==> config.mk <==
export PLATFORM = sky130hd
export DESIGN_NAME = charger_config_regs
export DESIGN_NICKNAME = d
export VERILOG_FILES = /design/src/rtl/charger_regs_pkg.sv /design/src/rtl/cfg_field.sv /design/src/rtl/level_clamp.sv /design/src/rtl/charger_config_regs.sv
export SDC_FILE = /design/constraint.sdc
export NUM_CORES = 1
export LEC_CHECK = 0
export ABC_AREA = 0
export BUFFER_PORTS_ARGS = -buffer_cell sky130_fd_sc_hd__buf_2
export CAP_MARGIN = 10
export CORE_MARGIN = 4
export CORE_UTILIZATION = 50
export CTS_BUF_LIST = sky130_fd_sc_hd__clkbuf_16
export DETAILED_ROUTE_END_ITERATION = 7
export HOLD_SLACK_MARGIN = 0.03
export PLACE_DENSITY = 0.69
export SLEW_MARGIN = 20
export SYNTH_ARGS = -nofsm -noshare
export SYNTH_HDL_FRONTEND = slang
export SYNTH_SLANG_ARGS = --single-unit
==> constraint.sdc <==
create_clock -name clk -period 3.9 [get_ports clk]
set_clock_uncertainty 0.05 [all_clocks]
set_input_delay 0.39 -clock clk [delete_from_list [all_inputs] [get_ports clk]]
set_output_delay 0.39 -clock clk [all_outputs]
set_load 0.005 [all_outputs]
==> src/rtl/charger_regs_pkg.sv <==
// Constants, field layout and carrier types of the charger register bank
// Assumes a byte-wide register port driven by the I2C slave logic
// Overview of operation
// - Fast-charge current code is read/write bits 6..4 of register 0x04
// - Termination current code is read/write bits 2..0 of register 0x04
// - Override bit clear: charge current follows the fast-charge code
// - Override bit set: fast-charge code ignored, fixed low current used
// - Bit 4 of 0x05 reads one while special charger regulates bus
// - Special-charger flag reads zero whenever special charging is inactive
// - Input regulation level code is read/write bits 2..0 of register 0x05
// - Bit 7 of 0x06 clear enables the 32 s timer, set disables
// - Safety current code is read/write bits 6..4 of register 0x06
// - Safety voltage code bits 3..0 of 0x06; codes above 1100 saturate in the applied level, readback returns the raw code
package charger_regs_pkg;
  // ****************************************************************
  // Register addresses
  // ****************************************************************
  localparam logic [7:0] ADDR_ID = 8'h03;
  localparam logic [7:0] ADDR_CHG = 8'h04;
  localparam logic [7:0] ADDR_SPC = 8'h05;
  localparam logic [7:0] ADDR_SAFE = 8'h06;
  // ****************************************************************
  // Field positions
  // ****************************************************************
  localparam int ID_VEND_LSB = 5;
  localparam int ID_PN_LSB = 3;
  localparam int FCC_MSB = 6;
  localparam int FCC_LSB = 4;
  localparam int TERM_MSB = 2;
  localparam int TERM_LSB = 0;
  localparam int OVR_BIT = 5;
  localparam int SPF_BIT = 4;
  localparam int CD_BIT = 3;
  localparam int VREG_MSB = 2;
  localparam int VREG_LSB = 0;
  localparam int TMR_BIT = 7;
  localparam int SAFI_MSB = 6;
  localparam int SAFI_LSB = 4;
  localparam int SAFV_MSB = 3;
  localparam int SAFV_LSB = 0;
  // ****************************************************************
  // Identity and reset values
  // ****************************************************************
  // Arbitrary identity values
  localparam logic [2:0] VENDOR_CODE = 3'h5;
  localparam logic [2:0] REVISION = 3'h1;
  localparam logic [2:0] FCC_RST = 3'h0;
  localparam logic [2:0] TERM_RST = 3'h0;
  localparam logic OVR_RST = 1'h0;
  localparam logic [2:0] VREG_RST = 3'h0;
  localparam logic TMR_RST = 1'h0;
  localparam logic [2:0] SAFI_RST = 3'h0;
  localparam logic [3:0] SAFV_RST = 4'h0;
  localparam logic [3:0] SAFV_MAX = 4'hc;
  localparam logic [7:0] RD_ZERO = 8'h00;
  // ****************************************************************
  // Timing
  // ****************************************************************
  localparam longint CLK_HZ = 20_000_000;
  localparam longint TIMER_SEC = 32;
  localparam longint TIMER_CYCLES = TIMER_SEC * CLK_HZ;
  // ****************************************************************
  // Carrier types
  // ****************************************************************
  typedef struct packed {
    logic [7:0] addr;
    logic [7:0] wrData;
    logic wr;
    logic rd;
  } reg_req_t;
  typedef struct packed {
    logic cdPinLevel;
    logic specialActive;
    logic busRegulating;
  } status_in_t;
  typedef struct packed {
    logic reducedCurrent;
    logic [2:0] chargeCurrentCode;
    logic [2:0] terminationCurrentCode;
    logic [2:0] inputRegulationLevelCode;
    logic timerEnable;
    logic [2:0] safetyCurrentCode;
    logic [3:0] safetyVoltageLevel;
  } charge_cfg_t;
endpackage

==> src/rtl/cfg_field.sv <==
// One host-writable configuration field
// Assumes write strobe and data are synchronous to clk
`timescale 1ns/10ps
`default_nettype none
module cfg_field #(
  parameter int W = 3,
  parameter logic [W-1:0] RST = '0
) (
  input wire logic clk,
  input wire logic sys_rst,
  input wire logic wrEn,
  input wire logic [W-1:0] wrData,
  output logic [W-1:0] q
);
  // ****************************************************************
  // Storage
  // ****************************************************************
  always_ff @(posedge clk) begin
    if (sys_rst) begin
      q <= RST;
    end else if (wrEn) begin
      q <= wrData;
    end
  end
endmodule
`default_nettype wire

==> src/rtl/level_clamp.sv <==
// Saturating limiter for a level code
// Assumes a plain unsigned code
`timescale 1ns/10ps
`default_nettype none
module level_clamp #(
  parameter int W = 4,
  parameter logic [W-1:0] MAX = '1
) (
  input wire logic [W-1:0] code,
  output logic [W-1:0] level
);
  // ****************************************************************
  // Clamp
  // ****************************************************************
  always_comb begin
    level = (code > MAX) ? MAX : code;
  end
endmodule
`default_nettype wire

==> src/rtl/charger_config_regs.sv <==
// Configuration and status registers 0x03 to 0x06 of the charger
// Assumes the I2C slave presents byte accesses as one-cycle strobes
`timescale 1ns/10ps
`default_nettype none
module charger_config_regs #(
  parameter longint TIMER_LEN = charger_regs_pkg::TIMER_CYCLES
) (
  input wire logic clk,
  input wire logic sys_rst,
  input wire charger_regs_pkg::reg_req_t req,
  output logic [7:0] rdData_r,
  output logic rdValid_r,
  output logic accessErr_r,
  input wire charger_regs_pkg::status_in_t status,
  input wire logic [1:0] partStrap,
  output charger_regs_pkg::charge_cfg_t cfg_r,
  output logic cfgUpdated_r,
  output logic timerExpired_r
);
  // ****************************************************************
  // Declarations
  // ****************************************************************
  logic wrChg;
  logic wrSpc;
  logic wrSafe;
  logic mapped;
  logic unmappedAccess;
  logic idWrite;
  logic [2:0] fastCode;
  logic [2:0] termCode;
  logic overrideBit;
  logic [2:0] vregCode;
  logic timerOff;
  logic [2:0] safiCode;
  logic [3:0] safvCode;
  logic [3:0] safvLevel;
  logic [1:0] pn_r;
  logic strapDone_r;
  logic cdLevel_r;
  logic specialFlag_r;
  logic [7:0] rdMux;
  logic [39:0] timerCnt_r;
  logic [39:0] timerCnt_nxt;
  logic timerDue;
  charger_regs_pkg::charge_cfg_t cfgNxt;

  // ****************************************************************
  // Address decode
  // ****************************************************************
  always_comb begin
    wrChg = req.wr && (req.addr == charger_regs_pkg::ADDR_CHG);
    wrSpc = req.wr && (req.addr == charger_regs_pkg::ADDR_SPC);
    wrSafe = req.wr && (req.addr == charger_regs_pkg::ADDR_SAFE);
    case (req.addr)
      charger_regs_pkg::ADDR_ID: begin
        mapped = 1'b1;
      end
      charger_regs_pkg::ADDR_CHG: begin
        mapped = 1'b1;
      end
      charger_regs_pkg::ADDR_SPC: begin
        mapped = 1'b1;
      end
      charger_regs_pkg::ADDR_SAFE: begin
        mapped = 1'b1;
      end
      default: begin
        mapped = 1'b0;
      end
    endcase
  end

  // ****************************************************************
  // Writable fields
  // ****************************************************************
  cfg_field #(.W(3), .RST(charger_regs_pkg::FCC_RST)) uFcc (
    .clk(clk),
    .sys_rst(sys_rst),
    .wrEn(wrChg),
    .wrData(req.wrData[charger_regs_pkg::FCC_MSB:charger_regs_pkg::FCC_LSB]),
    .q(fastCode)
  );

  cfg_field #(.W(3), .RST(charger_regs_pkg::TERM_RST)) uTerm (
    .clk(clk),
    .sys_rst(sys_rst),
    .wrEn(wrChg),
    .wrData(req.wrData[charger_regs_pkg::TERM_MSB:charger_regs_pkg::TERM_LSB]),
    .q(termCode)
  );

  cfg_field #(.W(1), .RST(charger_regs_pkg::OVR_RST)) uOvr (
    .clk(clk),
    .sys_rst(sys_rst),
    .wrEn(wrSpc),
    .wrData(req.wrData[charger_regs_pkg::OVR_BIT]),
    .q(overrideBit)
  );

  cfg_field #(.W(3), .RST(charger_regs_pkg::VREG_RST)) uVreg (
    .clk(clk),
    .sys_rst(sys_rst),
    .wrEn(wrSpc),
    .wrData(req.wrData[charger_regs_pkg::VREG_MSB:charger_regs_pkg::VREG_LSB]),
    .q(vregCode)
  );

  cfg_field #(.W(1), .RST(charger_regs_pkg::TMR_RST)) uTmr (
    .clk(clk),
    .sys_rst(sys_rst),
    .wrEn(wrSafe),
    .wrData(req.wrData[charger_regs_pkg::TMR_BIT]),
    .q(timerOff)
  );

  cfg_field #(.W(3), .RST(charger_regs_pkg::SAFI_RST)) uSafi (
    .clk(clk),
    .sys_rst(sys_rst),
    .wrEn(wrSafe),
    .wrData(req.wrData[charger_regs_pkg::SAFI_MSB:charger_regs_pkg::SAFI_LSB]),
    .q(safiCode)
  );

  cfg_field #(.W(4), .RST(charger_regs_pkg::SAFV_RST)) uSafv (
    .clk(clk),
    .sys_rst(sys_rst),
    .wrEn(wrSafe),
    .wrData(req.wrData[charger_regs_pkg::SAFV_MSB:charger_regs_pkg::SAFV_LSB]),
    .q(safvCode)
  );

  level_clamp #(.W(4), .MAX(charger_regs_pkg::SAFV_MAX)) uSafvClamp (
    .code(safvCode),
    .level(safvLevel)
  );

  // ****************************************************************
  // Strap capture after reset release
  // ****************************************************************
  always_ff @(posedge clk) begin
    if (sys_rst) begin
      pn_r <= 2'h0;
      strapDone_r <= 1'b0;
    end else if (!strapDone_r) begin
      pn_r <= partStrap;
      strapDone_r <= 1'b1;
    end
  end

  // ****************************************************************
  // Status sampling
  // ****************************************************************
  always_ff @(posedge clk) begin
    if (sys_rst) begin
      cdLevel_r <= 1'b0;
    end else begin
      cdLevel_r <= status.cdPinLevel;
    end
  end

  always_ff @(posedge clk) begin
    if (sys_rst) begin
      specialFlag_r <= 1'b0;
    end else begin
      specialFlag_r <= status.specialActive && status.busRegulating;
      if (!status.specialActive) begin
        specialFlag_r <= 1'b0;
      end
    end
  end

  // ****************************************************************
  // Read data assembly
  // ****************************************************************
  always_comb begin
    rdMux = charger_regs_pkg::RD_ZERO;
    case (req.addr)
      charger_regs_pkg::ADDR_ID: begin
        rdMux[7:charger_regs_pkg::ID_VEND_LSB] = charger_regs_pkg::VENDOR_CODE;
        rdMux[4:charger_regs_pkg::ID_PN_LSB] = pn_r;
        rdMux[2:0] = charger_regs_pkg::REVISION;
      end
      charger_regs_pkg::ADDR_CHG: begin
        rdMux[charger_regs_pkg::FCC_MSB:charger_regs_pkg::FCC_LSB] = fastCode;
        rdMux[charger_regs_pkg::TERM_MSB:charger_regs_pkg::TERM_LSB] = termCode;
      end
      charger_regs_pkg::ADDR_SPC: begin
        rdMux[charger_regs_pkg::OVR_BIT] = overrideBit;
        rdMux[charger_regs_pkg::SPF_BIT] = specialFlag_r;
        rdMux[charger_regs_pkg::CD_BIT] = cdLevel_r;
        rdMux[charger_regs_pkg::VREG_MSB:charger_regs_pkg::VREG_LSB] = vregCode;
      end
      charger_regs_pkg::ADDR_SAFE: begin
        rdMux[charger_regs_pkg::TMR_BIT] = timerOff;
        rdMux[charger_regs_pkg::SAFI_MSB:charger_regs_pkg::SAFI_LSB] = safiCode;
        rdMux[charger_regs_pkg::SAFV_MSB:charger_regs_pkg::SAFV_LSB] = safvCode;
      end
      default: begin
        rdMux = charger_regs_pkg::RD_ZERO;
      end
    endcase
  end

  always_ff @(posedge clk) begin
    if (sys_rst) begin
      rdData_r <= charger_regs_pkg::RD_ZERO;
    end else if (req.rd) begin
      rdData_r <= rdMux;
    end
  end

  // ****************************************************************
  // Read strobe
  // ****************************************************************
  always_ff @(posedge clk) begin
    if (sys_rst) begin
      rdValid_r <= 1'b0;
    end else begin
      rdValid_r <= req.rd;
    end
  end

  // ****************************************************************
  // Access checking
  // ****************************************************************
  always_comb begin
    unmappedAccess = (req.wr || req.rd) && !mapped;
    idWrite = req.wr && (req.addr == charger_regs_pkg::ADDR_ID);
  end

  always_ff @(posedge clk) begin
    if (sys_rst) begin
      accessErr_r <= 1'b0;
    end else begin
      accessErr_r <= unmappedAccess || idWrite;
    end
  end

  always_ff @(posedge clk) begin
    if (sys_rst) begin
      cfgUpdated_r <= 1'b0;
    end else begin
      cfgUpdated_r <= wrChg || wrSpc || wrSafe;
    end
  end

  // ****************************************************************
  // Effective settings
  // ****************************************************************
  always_comb begin
    cfgNxt.reducedCurrent = overrideBit;
    cfgNxt.chargeCurrentCode = overrideBit ? 3'h0 : fastCode;
    cfgNxt.terminationCurrentCode = termCode;
    cfgNxt.inputRegulationLevelCode = vregCode;
    cfgNxt.timerEnable = !timerOff;
    cfgNxt.safetyCurrentCode = safiCode;
    cfgNxt.safetyVoltageLevel = safvLevel;
  end

  always_ff @(posedge clk) begin
    if (sys_rst) begin
      cfg_r <= '0;
    end else begin
      cfg_r <= cfgNxt;
    end
  end

  // ****************************************************************
  // Host watchdog timer
  // ****************************************************************
  always_comb begin
    timerCnt_nxt = timerCnt_r;
    if (timerOff || req.wr || req.rd) begin
      timerCnt_nxt = 40'h0;
    end else if (timerCnt_r < 40'(TIMER_LEN)) begin
      timerCnt_nxt = timerCnt_r + 40'h1;
    end
  end

  always_ff @(posedge clk) begin
    if (sys_rst) begin
      timerCnt_r <= 40'h0;
    end else begin
      timerCnt_r <= timerCnt_nxt;
    end
  end

  // ****************************************************************
  // Expiry
  // ****************************************************************
  always_comb begin
    timerDue = !timerOff && (timerCnt_nxt >= 40'(TIMER_LEN));
  end

  always_ff @(posedge clk) begin
    if (sys_rst) begin
      timerExpired_r <= 1'b0;
    end else begin
      timerExpired_r <= timerDue;
    end
  end
endmodule
`default_nettype wire

==> reports/results.md, run 1 <==
- completed — result of the run
- timerExpired_r — termination of the worst setup path
- 0 — final-report setup violation count
- 9570 µm² — total die area
- 54 — IO buf count
- 0 — number of hold violations in the final report
- 2 — Clock Path Buffers
- 50.6% — part of the total power dissipated in sequential elements
- 145 — Detailed Route Iter0 Violations
- reg -> reg — Setup CP Type
- 15300 µm — global-route wire length before repair
- 1.79 nW — Leakage
- sky130_fd_sc_hd__dfxtp_1 — commonest non-fill, non-tap cell in the layout
- 0% — ys async rst share
- 93 — flip-flop and latch count after synthesis
- 0 — number of synthesized flops with an enable pin
- 60 — Cell variety after synth
- 0 — Buffers & Inverters on Critical Path
- 14.9 µm — mean routed wirelength per cell
- 7770 µm² — Placeable Area
- 93 x sky130_fd_sc_hd__dfxtp_1, 63 x sky130_fd_sc_hd__nor2_1, 54 x sky130_fd_sc_hd__buf_2 — leading cell types in the layout, fill and taps excluded
- 527 — Total Nets Final
- 481 — syn nets
- 0.834 — RePlAce Congestion
- 408 nW/µm² — power per cell area
- 8.87 µm² — per-instance average area after synthesis
- 455 — synthesized netlist cell count
- 8 — R2R depth
- 2 — WHS Path Cells
- 46.1% — Synth top area share
- 7 — maximum fanout along the worst path
- 9 — CTS buffer count
- 50 — maximum number of pins on one net before global-route repair
- false — RSZ-0062 raised after global routing
- nand4_2 -> nor4_1 -> nand3_1 -> nor4_1 -> nor3_1 -> o211a_1 -> o41ai_1 -> nand3_1 — critical path, cell by cell
- 2.96 ns — arrival time at the worst endpoint
- 4040 µm² — Synth Cell Area
- 0 ns — aggregate negative setup slack
- 0.68 ns — largest incremental delay on the critical path
- 0 — count of cells resized by post-cts repair
- 46.2% — share of power burned in the clock network
- 1.47 mW — cell internal pwr
- 0.34 ns — clock insertion delay at the later pin of the skew report
- 8 — Levels on crit path
- timerExpired_r — destination of the worst register-to-register timing path
- register — kind of start point of the critical path
- 22.2% — Net Sw Frac
- sky130_fd_sc_hd__dfxtp_1 46%, sky130_fd_sc_hd__nor2_1 5.9%, sky130_fd_sc_hd__mux2i_1 4.2% — most area-consuming cells after synthesis
- register — kind of end point of the critical path
- simple AND/OR/NAND/NOR gates — family of cells with the greatest summed delay on the critical path
- sky130_fd_sc_hd__clkbuf_16 — library cell used as clock root buffer
- 4 — number of detailed-route iterations in the first pass
- 0 — number of warnings printed during yosys synthesis
- 55 — Boundary Pins
- 3 — CTS H-tree lvls
- 15.2% — relative area change from synthesis to final layout
- 0 — number of DRC violations after detailed routing
- 46.1% — sequential fraction of the synthesis area
- 97.8 µm — Die W
- 32 — Core Rows
- 2.81 ns — post-layout minimum cycle time
- 0 — Setup Buffers After CTS
- 0 — fin. max-slew vios
- 45.7% — worst slew margin relative to its limit
- 0 — number of hold buffers added after CTS
- 4.05 ns — required time of the critical path
- 3219 — via count of the first global-routing pass
- met2 — routing layer with the top usage in global route
- yes — clock tree from TritonCTS
- 1.09 ns — setup slack of the worst register-to-register path
- 356 MHz — peak clock frequency supported by timing
- 19.1% — total global routing track utilization
- 6340 µm — HPWL after DPL
- 0 — number of maximum-capacitance constraint violations
- 9050 µm — DRT Wirelength
- timerCnt_r[13] — startpoint of the lowest-slack register-to-register path
- 3414 — Vias
- 0 — number of routed nets with antenna violations
- timerCnt_r[13] — worst setup path start
- 51.9% — Initial Util
- sky130_fd_sc_hd__nor4_1 — slowest cell on the critical path
- 0.809 ns — Worst Tran Pin Value
- 0.07 ns — clock-pin slew of the registers on the worst-case setup and hold paths
- 0.420 mW — switching power summed over all nets
- 0 — remaining global-route overflow
- 93 — count of clock tree sinks
- in -> reg — Hold Path Class
- 0 — initial antenna violation count
- 4.43% — met3 layer usage reported by global route
- sky130_fd_sc_hd__dfxtp_1 — post-synth top area cell
- 246 µV — IR drop worst, VDD
- 592 — Post-Place Cells
- 30.9% — met2 capacity usage during global routing
- 607 — Final Non-Filler Cells
- 72.1% — portion of the clock cycle consumed by the worst path in the final layout
- 18.2% — ratio of cells with drive above 1 in the final layout
- 97.8 µm — die boundary height
- sky130_fd_sc_hd__dfxtp_1 — primary flip-flop cell chosen by synthesis mapping
- 0 — antenna diode count
- 3.2% — part of the total power dissipated in combinational logic
- 25.2% — met1 usage
- 5.62 — number of vias per cell after detailed routing
worst min-delay path by stage:
stage	start	to	slack [ns]
6_report	status[2]	cdLevel_r	0.22
5_1_grt	status[2]	cdLevel_r	0.22
3_3_place_gp	uTerm.q[1]	uTerm.q[1]	0.40
3_5_place_dp	rdData_r[6]	rdData_r[6]	0.41
2_1_floorplan	uTmr.q	cfg_r[7]	0.38
4_1_cts	status[2]	cdLevel_r	0.21
worst register-to-register path, cell delays in order, from the launching register on:
cell and delay [ns]:
sky130_fd_sc_hd__dfxtp_1 0.46, sky130_fd_sc_hd__nand4_2 0.22, sky130_fd_sc_hd__nor4_1 0.68, sky130_fd_sc_hd__nand3_1 0.24, sky130_fd_sc_hd__nor4_1 0.30, sky130_fd_sc_hd__nor3_1 0.12
sky130_fd_sc_hd__o211a_1 0.15, sky130_fd_sc_hd__o41ai_1 0.33, sky130_fd_sc_hd__nand3_1 0.13
per-stage QoR:
step	instance area, µm²	setup slack [ns]	total power, mW	util [%]	hold slack (ns)
2_1_floorplan	4040	1.57	1.01	-	0.383
3_3_place_gp	4350	1.13	1.04	56.0	0.404
3_5_place_dp	4350	1.10	1.04	56.0	0.413
4_1_cts	4650	1.07	1.91	59.8	0.208
5_1_grt	4650	0.713	1.95	59.8	0.224
6_report	4650	1.09	1.89	59.8	0.215
final cells by class:
cell class	instances	area (µm²)
Sequential cell	93	1860
Tap cell	102	128
Fill cell	688	3120
Clock buffer	9	225
Multi-Input combinational cell	334	2050
Timing Repair Buffer	56	285
Clock inverter	6	71.3
Inverter	7	26.3
registers in the layout, summed over array words and instances, names as in the netlist, 3 cells and up:
name        count
cfg_r          18
uSafv.q         4
uTerm.q         3
uFcc.q          3
timerCnt_r     40
uVreg.q         3
uSafi.q         3
rdData_r        8
cells in the mapped netlist (all sizes together) (5+ instances only):
cell and number:
a22oi 5, mux2i 17, nand4 14, nor2 65, buf 6, dfxtp 93, inv 6, nor2b 15
xor2 13, a21oi 23, xnor2 13, nor3 12, nand3 25, clkbuf 15, nand2 40, nor4 13
and2 8, and3 19, o21ai 12
power groups by stage:
stage | Sequential, mW | Combinational (mW) | Clock [mW]
2_1_floorplan | 0.979 | 0.0333 | 0
3_3_place_gp | 0.979 | 0.0603 | 0
3_5_place_dp | 0.980 | 0.0608 | 0
4_1_cts | 0.958 | 0.0614 | 0.887
5_1_grt | 0.958 | 0.0684 | 0.927
6_report | 0.958 | 0.0610 | 0.875
per-layer routing:
layer | up-vias | share of wire [%]
met1 | 1622 | 45
met5 | - | 0
li1 | 1697 | -
met3 | 10 | 5.3
met4 | 0 | 1.3
met2 | 85 | 48
cells by family (layout without fill, tap and decap cells):
logic type | Yosys count | in the layout | synth area share, %
compound gates | 62 | 62 | 10.3
flops | 93 | 93 | 46.1
xor+xnor | 26 | 26 | 5.64
mux | 19 | 19 | 4.78
buf+inv | 28 | 78 | 3.07
simple gates | 226 | 226 | 29.7
fa+ha+maj | 1 | 1 | 0.310
Note: power is estimated with default switching activity, not from simulation.
==> run 2, diff against run 1 <==
--- a/config.mk
+++ b/config.mk
@@ -5,7 +5,7 @@
 export SDC_FILE = /design/constraint.sdc
 export NUM_CORES = 1
 export LEC_CHECK = 0
-export ABC_AREA = 0
+export ABC_AREA = 1
 export BUFFER_PORTS_ARGS = -buffer_cell sky130_fd_sc_hd__buf_2
 export CAP_MARGIN = 10
 export CORE_MARGIN = 4
@@ -13,7 +13,7 @@
 export CTS_BUF_LIST = sky130_fd_sc_hd__clkbuf_16
 export DETAILED_ROUTE_END_ITERATION = 7
 export HOLD_SLACK_MARGIN = 0.03
-export PLACE_DENSITY = 0.69
+export PLACE_DENSITY = 0.71
 export SLEW_MARGIN = 20
 export SYNTH_ARGS = -nofsm -noshare
 export SYNTH_HDL_FRONTEND = slang
==> constraint.sdc (replaced) <==
create_clock -name clk -period 2.4 [get_ports clk]
set_clock_uncertainty 0.05 [all_clocks]
set_input_delay 0.24 -clock clk [delete_from_list [all_inputs] [get_ports clk]]
set_output_delay 0.24 -clock clk [all_outputs]
set_load 0.005 [all_outputs]
==> run 2 against run 1 <==
Wire length increased by 29%. Design area increased by 11%. Sequential share of layout area decreased by 3.9 points. First-iteration DRC count increased by 37%. Hold slack got worse by 0.16 ns. Via count increased by 30%. Register-to-register slack got worse by 0.84 ns. Synthesized area increased by 9.8%. Critical path type unchanged. Largest power group unchanged. Highest routed layer unchanged.
==> reports/results.md, run 2 <==
- completed — result of the run
- 0.244 ns — final setup margin, -0.844 ns
- 8680 µm² — Placeable Area, +12%
- 16.3% — relative area change from synthesis to final layout
- sky130_fd_sc_hd__dfxtp_1 — primary flip-flop cell chosen by synthesis mapping
- 42.0% — Synth top area share, -4.1 points
- 825 — Post-Place Cells, +39%
- 5150 µm² — final design instance area without fill, +11%
- 102 µm — Die W, +4.4%
- 5 — number of detailed-route iterations in the first pass, +1
- 23.5% — total global routing track utilization, +4.4 points
- 4430 µm² — Synth Cell Area, +9.8%
- 2.16 ns — post-layout minimum cycle time, -0.656 ns
- 3 — WHS Path Cells, +1
- 49.7% — part of the total power dissipated in sequential elements, -0.9 points
- 4 — maximum fanout along the worst path, -3
- 0.34 ns — clock insertion delay at the later pin of the skew report, about the same
- sky130_fd_sc_hd__nand2_1 — commonest non-fill, non-tap cell in the layout
- 0 — number of hold buffers added after CTS, unchanged
- 464 MHz — peak clock frequency supported by timing, +30%
- 4275 — via count of the first global-routing pass, +33%
- 4430 — Vias, +30%
- 51.1% — Initial Util, -0.90 points
- 2.61 ns — required time of the critical path, -1.44 ns
- 3 — CTS H-tree lvls, unchanged
- 425 µV — IR drop worst, VDD, +73%
- 34 — Core Rows, +6.3%
- 23.0% — Net Sw Frac, +0.89 points
- 46.8% — share of power burned in the clock network, +0.6 points
- 15 — R2R depth, +7
- 673 — synthesized netlist cell count, +48%
- 0.07 ns — clock-pin slew of the registers on the worst-case setup and hold paths, about the same
- register — kind of end point of the critical path
- 13.9 µm — mean routed wirelength per cell, -6.9%
- 0% — ys async rst share, unchanged
- yes — clock tree from TritonCTS
- 11700 µm — DRT Wirelength, +29%
- timerCnt_r — Reg with most FFs
- 0 — initial antenna violation count, unchanged
- 842 — Final Non-Filler Cells, +39%
- reg -> reg — Setup CP Type
- 0.728 ns — Worst Tran Pin Value, -0.0805 ns
- 0 — fin. max-slew vios, unchanged
- 0 — antenna diode count, unchanged
- 0 — number of synthesized flops with an enable pin, unchanged
- 2.18 nW — Leakage, +22%
- 0 — count of cells resized by post-cts repair, unchanged
- 60 — maximum number of pins on one net before global-route repair, +20%
- 3.5% — part of the total power dissipated in combinational logic, +0.3 points
- 39 — Cell variety after synth, -35%
- timerCnt_r x40, cfg_r x18, rdData_r x8 — largest registers ranked by flip-flop count
- 2 — Clock Path Buffers, unchanged
- 0 — number of warnings printed during yosys synthesis, unchanged
- 55 — Boundary Pins, unchanged
- 609 nW/µm² — power per cell area, +49%
- 0 — final-report setup violation count, unchanged
- 6.58 µm² — per-instance average area after synthesis, -26%
- 198 — Detailed Route Iter0 Violations, +37%
- 2.37 ns — arrival time at the worst endpoint, -0.59 ns
- 0 — number of routed nets with antenna violations, unchanged
- 42.0% — sequential fraction of the synthesis area, -4.1 points
- 8580 µm — HPWL after DPL, +35%
- register — kind of start point of the critical path
- 10400 µm² — total die area, +9.0%
- 19600 µm — global-route wire length before repair, +28%
- sky130_fd_sc_hd__nand2_1 — library cell with the highest instance count after synthesis
- 699 — syn nets, +45%
- 5.26 — number of vias per cell after detailed routing, -6.5%
- 2.41 mW — cell internal pwr, +64%
- 93 — flip-flop and latch count after synthesis, unchanged
- 0 ns — aggregate negative setup slack, unchanged
- 40 — number of flip-flops in the largest register, unchanged
- in -> reg — Hold Path Class
- 0.897 — RePlAce Congestion, +7.6%
- 755 — Total Nets Final, +43%
- sky130_fd_sc_hd__dfxtp_1 — post-synth top area cell
- 0 — number of hold violations in the final report, unchanged
- 0.723 mW — switching power summed over all nets, +72%
- 184 x sky130_fd_sc_hd__nand2_1, 135 x sky130_fd_sc_hd__nor2_1, 93 x sky130_fd_sc_hd__dfxtp_1, 71 x sky130_fd_sc_hd__inv_1, 40 x sky130_fd_sc_hd__o21ai_0 — most frequent cells after synthesis
- 0 — number of maximum-capacitance constraint violations, unchanged
- 0.193 ns — Setup Slack @ Placement, -0.907 ns
- 4820 µm² — instance area at placement, +11%
- 51.4% — worst slew margin relative to its limit, +5.7 points
- 13.1% — ratio of cells with drive above 1 in the final layout, -5.1 points
- 184 x sky130_fd_sc_hd__nand2_1, 132 x sky130_fd_sc_hd__nor2_1, 93 x sky130_fd_sc_hd__dfxtp_1 — leading cell types in the layout, fill and taps excluded
- 0 — number of DRC violations after detailed routing, unchanged
- 9 — CTS buffer count, unchanged
- sky130_fd_sc_hd__dfxtp_1 42%, sky130_fd_sc_hd__nand2_1 16%, sky130_fd_sc_hd__nor2_1 11% — most area-consuming cells after synthesis
- 89.8% — portion of the clock cycle consumed by the worst path in the final layout, +18 points
- sky130_fd_sc_hd__clkbuf_16 — library cell used as clock root buffer
- 93 — count of clock tree sinks, unchanged
- 0 — Setup Buffers After CTS, unchanged
- false — RSZ-0062 raised after global routing
- 102 µm — die boundary height, +4.4%
- 0 — remaining global-route overflow, unchanged
- 54 — IO buf count, unchanged
run 2: path summary, 6_finish.rpt:
kind | slack [ns] | endpoint | from
worst max-delay path | 0.24 | timerExpired_r | timerCnt_r[0]
worst min-delay path | 0.06 | cdLevel_r | status[2]
worst max register to register | 0.24 | timerExpired_r | timerCnt_r[0]
worst min register to register | 0.41 | timerCnt_r[37] | timerCnt_r[37]
run 2: cell type report:
| type | count | area (µm²) |
|---|---|---|
| fillers | 864 | 3530 |
| multi-input cells | 489 | 2230 |
| flip-flops and latches | 93 | 1860 |
| repair buffers | 63 | 350 |
| inverters | 73 | 274 |
| clock buffers | 9 | 225 |
| well taps | 108 | 135 |
| clock inverters | 7 | 78.8 |
run 2: layer usage:
metal / vias up / part of all wire (%) / track usage (%)
li1: 2263 / - / -
met1: 2029 / 45 / 28.6
met2: 122 / 49 / 41.9
met3: 16 / 4.6 / 3.82
met4: 0 / 1.5 / 7.97
met5: - / 0 / 0
run 2: logic make-up (layout without fill, tap and decap cells):
logic type / after synthesis / count (layout) / synth area share, %
buffers and inverters: 92 / 152 / 8.33
and+or+nand+nor: 392 / 393 / 36.9
xor gates and xnor gates: 4 / 4 / 0.791
AOI/OAI and AO/OA: 91 / 91 / 11.7
DFF: 93 / 93 / 42.0
adders and majority gates: 1 / 1 / 0.282
run 2: power by group through the flow:
stage | logic (mW) | clock network (mW) | registers, mW
floorplan | 0.0584 | 0 | 1.60
CTS | 0.111 | 1.50 | 1.56
global placement | 0.108 | 0 | 1.60
detailed placement | 0.110 | 0 | 1.60
finish | 0.110 | 1.47 | 1.56
global route | 0.125 | 1.55 | 1.56
run 2: stage by stage:
step / hold WS (ns) / power [mW] / utilization (%)
final: 0.0583 / 3.14 / 59.4
after global routing: 0.0652 / 3.24 / 59.4
after CTS: 0.0548 / 3.17 / 59.1
after detailed placement: 0.400 / 1.71 / 55.6
after global placement: 0.395 / 1.70 / 55.6
after floorplan: 0.297 / 1.65 / -
run 2: worst max-delay path, stage by stage, from the launching register on:
cell,delay [ns]
sky130_fd_sc_hd__dfxtp_1,0.38
sky130_fd_sc_hd__ha_1,0.19
sky130_fd_sc_hd__nand2_1,0.09
sky130_fd_sc_hd__nor2_2,0.14
sky130_fd_sc_hd__nand3_1,0.13
sky130_fd_sc_hd__nor2_1,0.21
sky130_fd_sc_hd__nand3_1,0.10
sky130_fd_sc_hd__nand2_1,0.07
sky130_fd_sc_hd__inv_1,0.04
sky130_fd_sc_hd__nor2_1,0.13
sky130_fd_sc_hd__nand2_1,0.06
sky130_fd_sc_hd__nor2_1,0.15
sky130_fd_sc_hd__nand3_1,0.10
sky130_fd_sc_hd__nand2_1,0.09
sky130_fd_sc_hd__nand2_1,0.06
sky130_fd_sc_hd__a21oi_2,0.11
==> run 3, diff against run 2 <==
--- a/config.mk
+++ b/config.mk
@@ -5,7 +5,6 @@
 export SDC_FILE = /design/constraint.sdc
 export NUM_CORES = 1
 export LEC_CHECK = 0
-export ABC_AREA = 1
 export BUFFER_PORTS_ARGS = -buffer_cell sky130_fd_sc_hd__buf_2
 export CAP_MARGIN = 10
 export CORE_MARGIN = 4
@@ -13,7 +12,7 @@
 export CTS_BUF_LIST = sky130_fd_sc_hd__clkbuf_16
 export DETAILED_ROUTE_END_ITERATION = 7
 export HOLD_SLACK_MARGIN = 0.03
-export PLACE_DENSITY = 0.71
+export PLACE_DENSITY = 0.72
 export SLEW_MARGIN = 20
 export SYNTH_ARGS = -nofsm -noshare
 export SYNTH_HDL_FRONTEND = slang
==> run 3 against run 2 <==
The run now ends with negative setup slack left. Maximum frequency decreased by 12%. Setup slack worse by 0.28 ns. Die area decreased by 8.2%. Highest routed layer unchanged. Utilization is 9.5 points higher. Non-clock buffer count grew 54. Final cell count is 21% lower. Wire length is 12% lower. Total power decreased by 3.1%. Clock power fell by 6%.
==> reports/results.md, run 3 (synthesized netlist as in run 1, its figures left out) <==
- complete, but fails checks — result of the run
- negative setup slack — violations in the final reports
- 2.18 nW — Leakage, +0.31%
- ha_2 -> nand3_4 -> nor4_4 -> buf_4 -> and2_1 -> nand4_1 -> xor2_1 -> nor4_2 -> o311ai_1 -> nand3_1 — critical path, cell by cell
- 7770 µm² — Placeable Area, -10%
- true — RSZ-0062 raised after global routing
- 33.3% — ratio of cells with drive above 1 in the final layout, +20 points
- 3 — CTS H-tree lvls, unchanged
- register — kind of end point of the critical path
- 5.56 — number of vias per cell after detailed routing, +5.6%
- 3.4% — part of the total power dissipated in combinational logic, about the same
- 5 — number of detailed-route iterations in the first pass, unchanged
- 102% — portion of the clock cycle consumed by the worst path in the final layout, +12 points
- 2.67 ns — arrival time at the worst endpoint, +0.30 ns
- 23.8% — Net Sw Frac, +0.75 points
- 588 — Total Nets Final, -22%
- 32 — Core Rows, -5.9%
- 0 — number of DRC violations after detailed routing, unchanged
- -0.04 ns — setup slack of the worst register-to-register path, -0.28 ns
- 93 — count of clock tree sinks, unchanged
- 0 — initial antenna violation count, unchanged
- 410 MHz — peak clock frequency supported by timing, -12%
- 0.724 mW — switching power summed over all nets, about the same
- 16700 µm — global-route wire length before repair, -15%
- 10 — R2R depth, -5
- 0 — number of maximum-capacitance constraint violations, unchanged
- 68.9% — core occupancy in the finished layout, +9.5 points
- reg -> reg — Setup CP Type
- sky130_fd_sc_hd__nor4_2 — slowest cell on the critical path
- -0.0368 ns — final setup margin, -0.281 ns
- 2.32 mW — cell internal pwr, -4.0%
- 97.8 µm — die boundary height, -4.2%
- timerCnt_r — Reg with most FFs
- 0.00393 ns — Setup Slack @ Placement, -0.189 ns
- 50 — maximum number of pins on one net before global-route repair, -17%
- 0 — number of hold violations in the final report, unchanged
- 3438 — via count of the first global-routing pass, -20%
- 84 x sky130_fd_sc_hd__dfxtp_1, 63 x sky130_fd_sc_hd__nor2_1, 59 x sky130_fd_sc_hd__buf_4 — leading cell types in the layout, fill and taps excluded
- 223 — Detailed Route Iter0 Violations, +13%
- 32.6% — relative area change from synthesis to final layout
- 0.491 ns — Worst Tran Pin Value, -0.237 ns
- 40 — number of flip-flops in the largest register, unchanged
- 51.9% — Initial Util, +0.90 points
- 97.8 µm — Die W, -4.2%
- 0.34 ns — clock insertion delay at the later pin of the skew report, about the same
- timerCnt_r[0] — startpoint of the lowest-slack register-to-register path
- 330 µV — IR drop worst, VDD, -22%
- cdLevel_r — worst min-delay path endpoint
- 51.1% — part of the total power dissipated in sequential elements, +1.4 points
- 0 — antenna diode count, unchanged
- yes — clock tree from TritonCTS
- in -> reg — Hold Path Class
- 0.07 ns — clock-pin slew of the registers on the worst-case setup and hold paths, about the same
- 2.44 ns — post-layout minimum cycle time, +0.281 ns
- 2.63 ns — required time of the critical path, +0.02 ns
- 3717 — Vias, -16%
- 0 — number of routed nets with antenna violations, unchanged
- 0 — fin. max-slew vios, unchanged
- 54 — IO buf count, unchanged
- 0.927 — RePlAce Congestion, +3.3%
- 55 — Boundary Pins, unchanged
- 7160 µm — HPWL after DPL, -17%
- 45.4% — share of power burned in the clock network, -1.4 points
- timerCnt_r x40, cfg_r x18, rdData_r x8 — largest registers ranked by flip-flop count
- 0.38 ns — largest incremental delay on the critical path, about the same
- 1 — final-report setup violation count, +1
- 3.04 mW — Total Power Consumption, -3.1%
- status[2] — worst hold path startpoint
- 9 — CTS buffer count, unchanged
- sky130_fd_sc_hd__dfxtp_1 — commonest non-fill, non-tap cell in the layout
- 10300 µm — DRT Wirelength, -12%
- simple AND/OR/NAND/NOR gates — family of cells with the greatest summed delay on the critical path
- 1 — Buffers & Inverters on Critical Path, unchanged
- timerExpired_r — destination of the worst register-to-register timing path
- 5 — maximum fanout along the worst path, +1
- 2 — Clock Path Buffers, unchanged
- 21.0% — total global routing track utilization, -2.5 points
- 0 — remaining global-route overflow, unchanged
- 2 — WHS Path Cells, -1
- register — kind of start point of the critical path
- 568 nW/µm² — power per cell area, -6.7%
- 67.3% — worst slew margin relative to its limit, +16 points
- 9570 µm² — total die area, -8.2%
- sky130_fd_sc_hd__clkbuf_16 — library cell used as clock root buffer
- 15.4 µm — mean routed wirelength per cell, +11%
==> run 3: cell types whose count changed in the layout (fill, tap and decap cells not counted), moves of 9 or more <==
cell                      delta
sky130_fd_sc_hd__xnor2_1    +11
sky130_fd_sc_hd__xor2_1     +10
sky130_fd_sc_hd__o21ai_0    -31
sky130_fd_sc_hd__dfxtp_1     -9
sky130_fd_sc_hd__and3_1     +18
sky130_fd_sc_hd__inv_1      -66
sky130_fd_sc_hd__buf_4      +51
sky130_fd_sc_hd__nand3_1    -14
sky130_fd_sc_hd__nand2_1   -145
sky130_fd_sc_hd__nor2_1     -69
sky130_fd_sc_hd__mux2i_1    +16
sky130_fd_sc_hd__nor2b_1    +15
==> run 3: stage by stage <==
stage	instances	setup TNS, ns	area, µm²	hold slack (ns)
finish	669	-0.0368	5350	0.0761
global route	669	-0.110	5350	0.0798
CTS	661	0	5100	0.0716
detailed placement	642	0	4740	0.409
global placement	642	-0.0104	4740	0.402
floorplan	455	0	4040	0.318
==> run 3: final cells by class <==
type                    count  area (µm²)
clock buffers               9         225
flip-flops and latches     93        1880
multi-input cells         334        2250
inverters                   7        26.3
repair buffers            117         776
fillers                   610        2420
clock inverters             7        65.1
well taps                 102         128
==> run 3: worst max path at each step <==
stage,cells past startpoint,end,start
3_5_place_dp,9,timerExpired_r,timerCnt_r[30]
3_3_place_gp,10,timerExpired_r,timerCnt_r[39]
2_1_floorplan,9,timerExpired_r,timerCnt_r[30]
6_report,10,timerExpired_r,timerCnt_r[0]
4_1_cts,10,timerExpired_r,timerCnt_r[0]
5_1_grt,9,timerExpired_r,timerCnt_r[30]
==> run 3: metal layers <==
layer / GRT usage, % / wire [µm] / vias up
met5: 0 / 0 / -
met4: 6.50 / 234 / 0
met3: 4.57 / 557 / 23
met2: 33.9 / 4980 / 121
met1: 28.1 / 4530 / 1756
li1: - / - / 1817
==> run 3: what timing repair did <==
action / in CTS / in global routing
setup endpoints to repair: 1 / 10
hold buffers: 0 / 0
gates resized for setup: 10 / 40
pin swaps: 7 / 17
setup buffers: 3 / 8
==> run 3: power by group through the flow <==
| stage | combinational [mW] | clock [mW] | sequential (mW) |
|---|---|---|---|
| finish | 0.104 | 1.38 | 1.55 |
| global placement | 0.101 | 0 | 1.59 |
| global route | 0.116 | 1.48 | 1.56 |
| CTS | 0.104 | 1.40 | 1.56 |
| floorplan | 0.0541 | 0 | 1.59 |
| detailed placement | 0.103 | 0 | 1.59 |
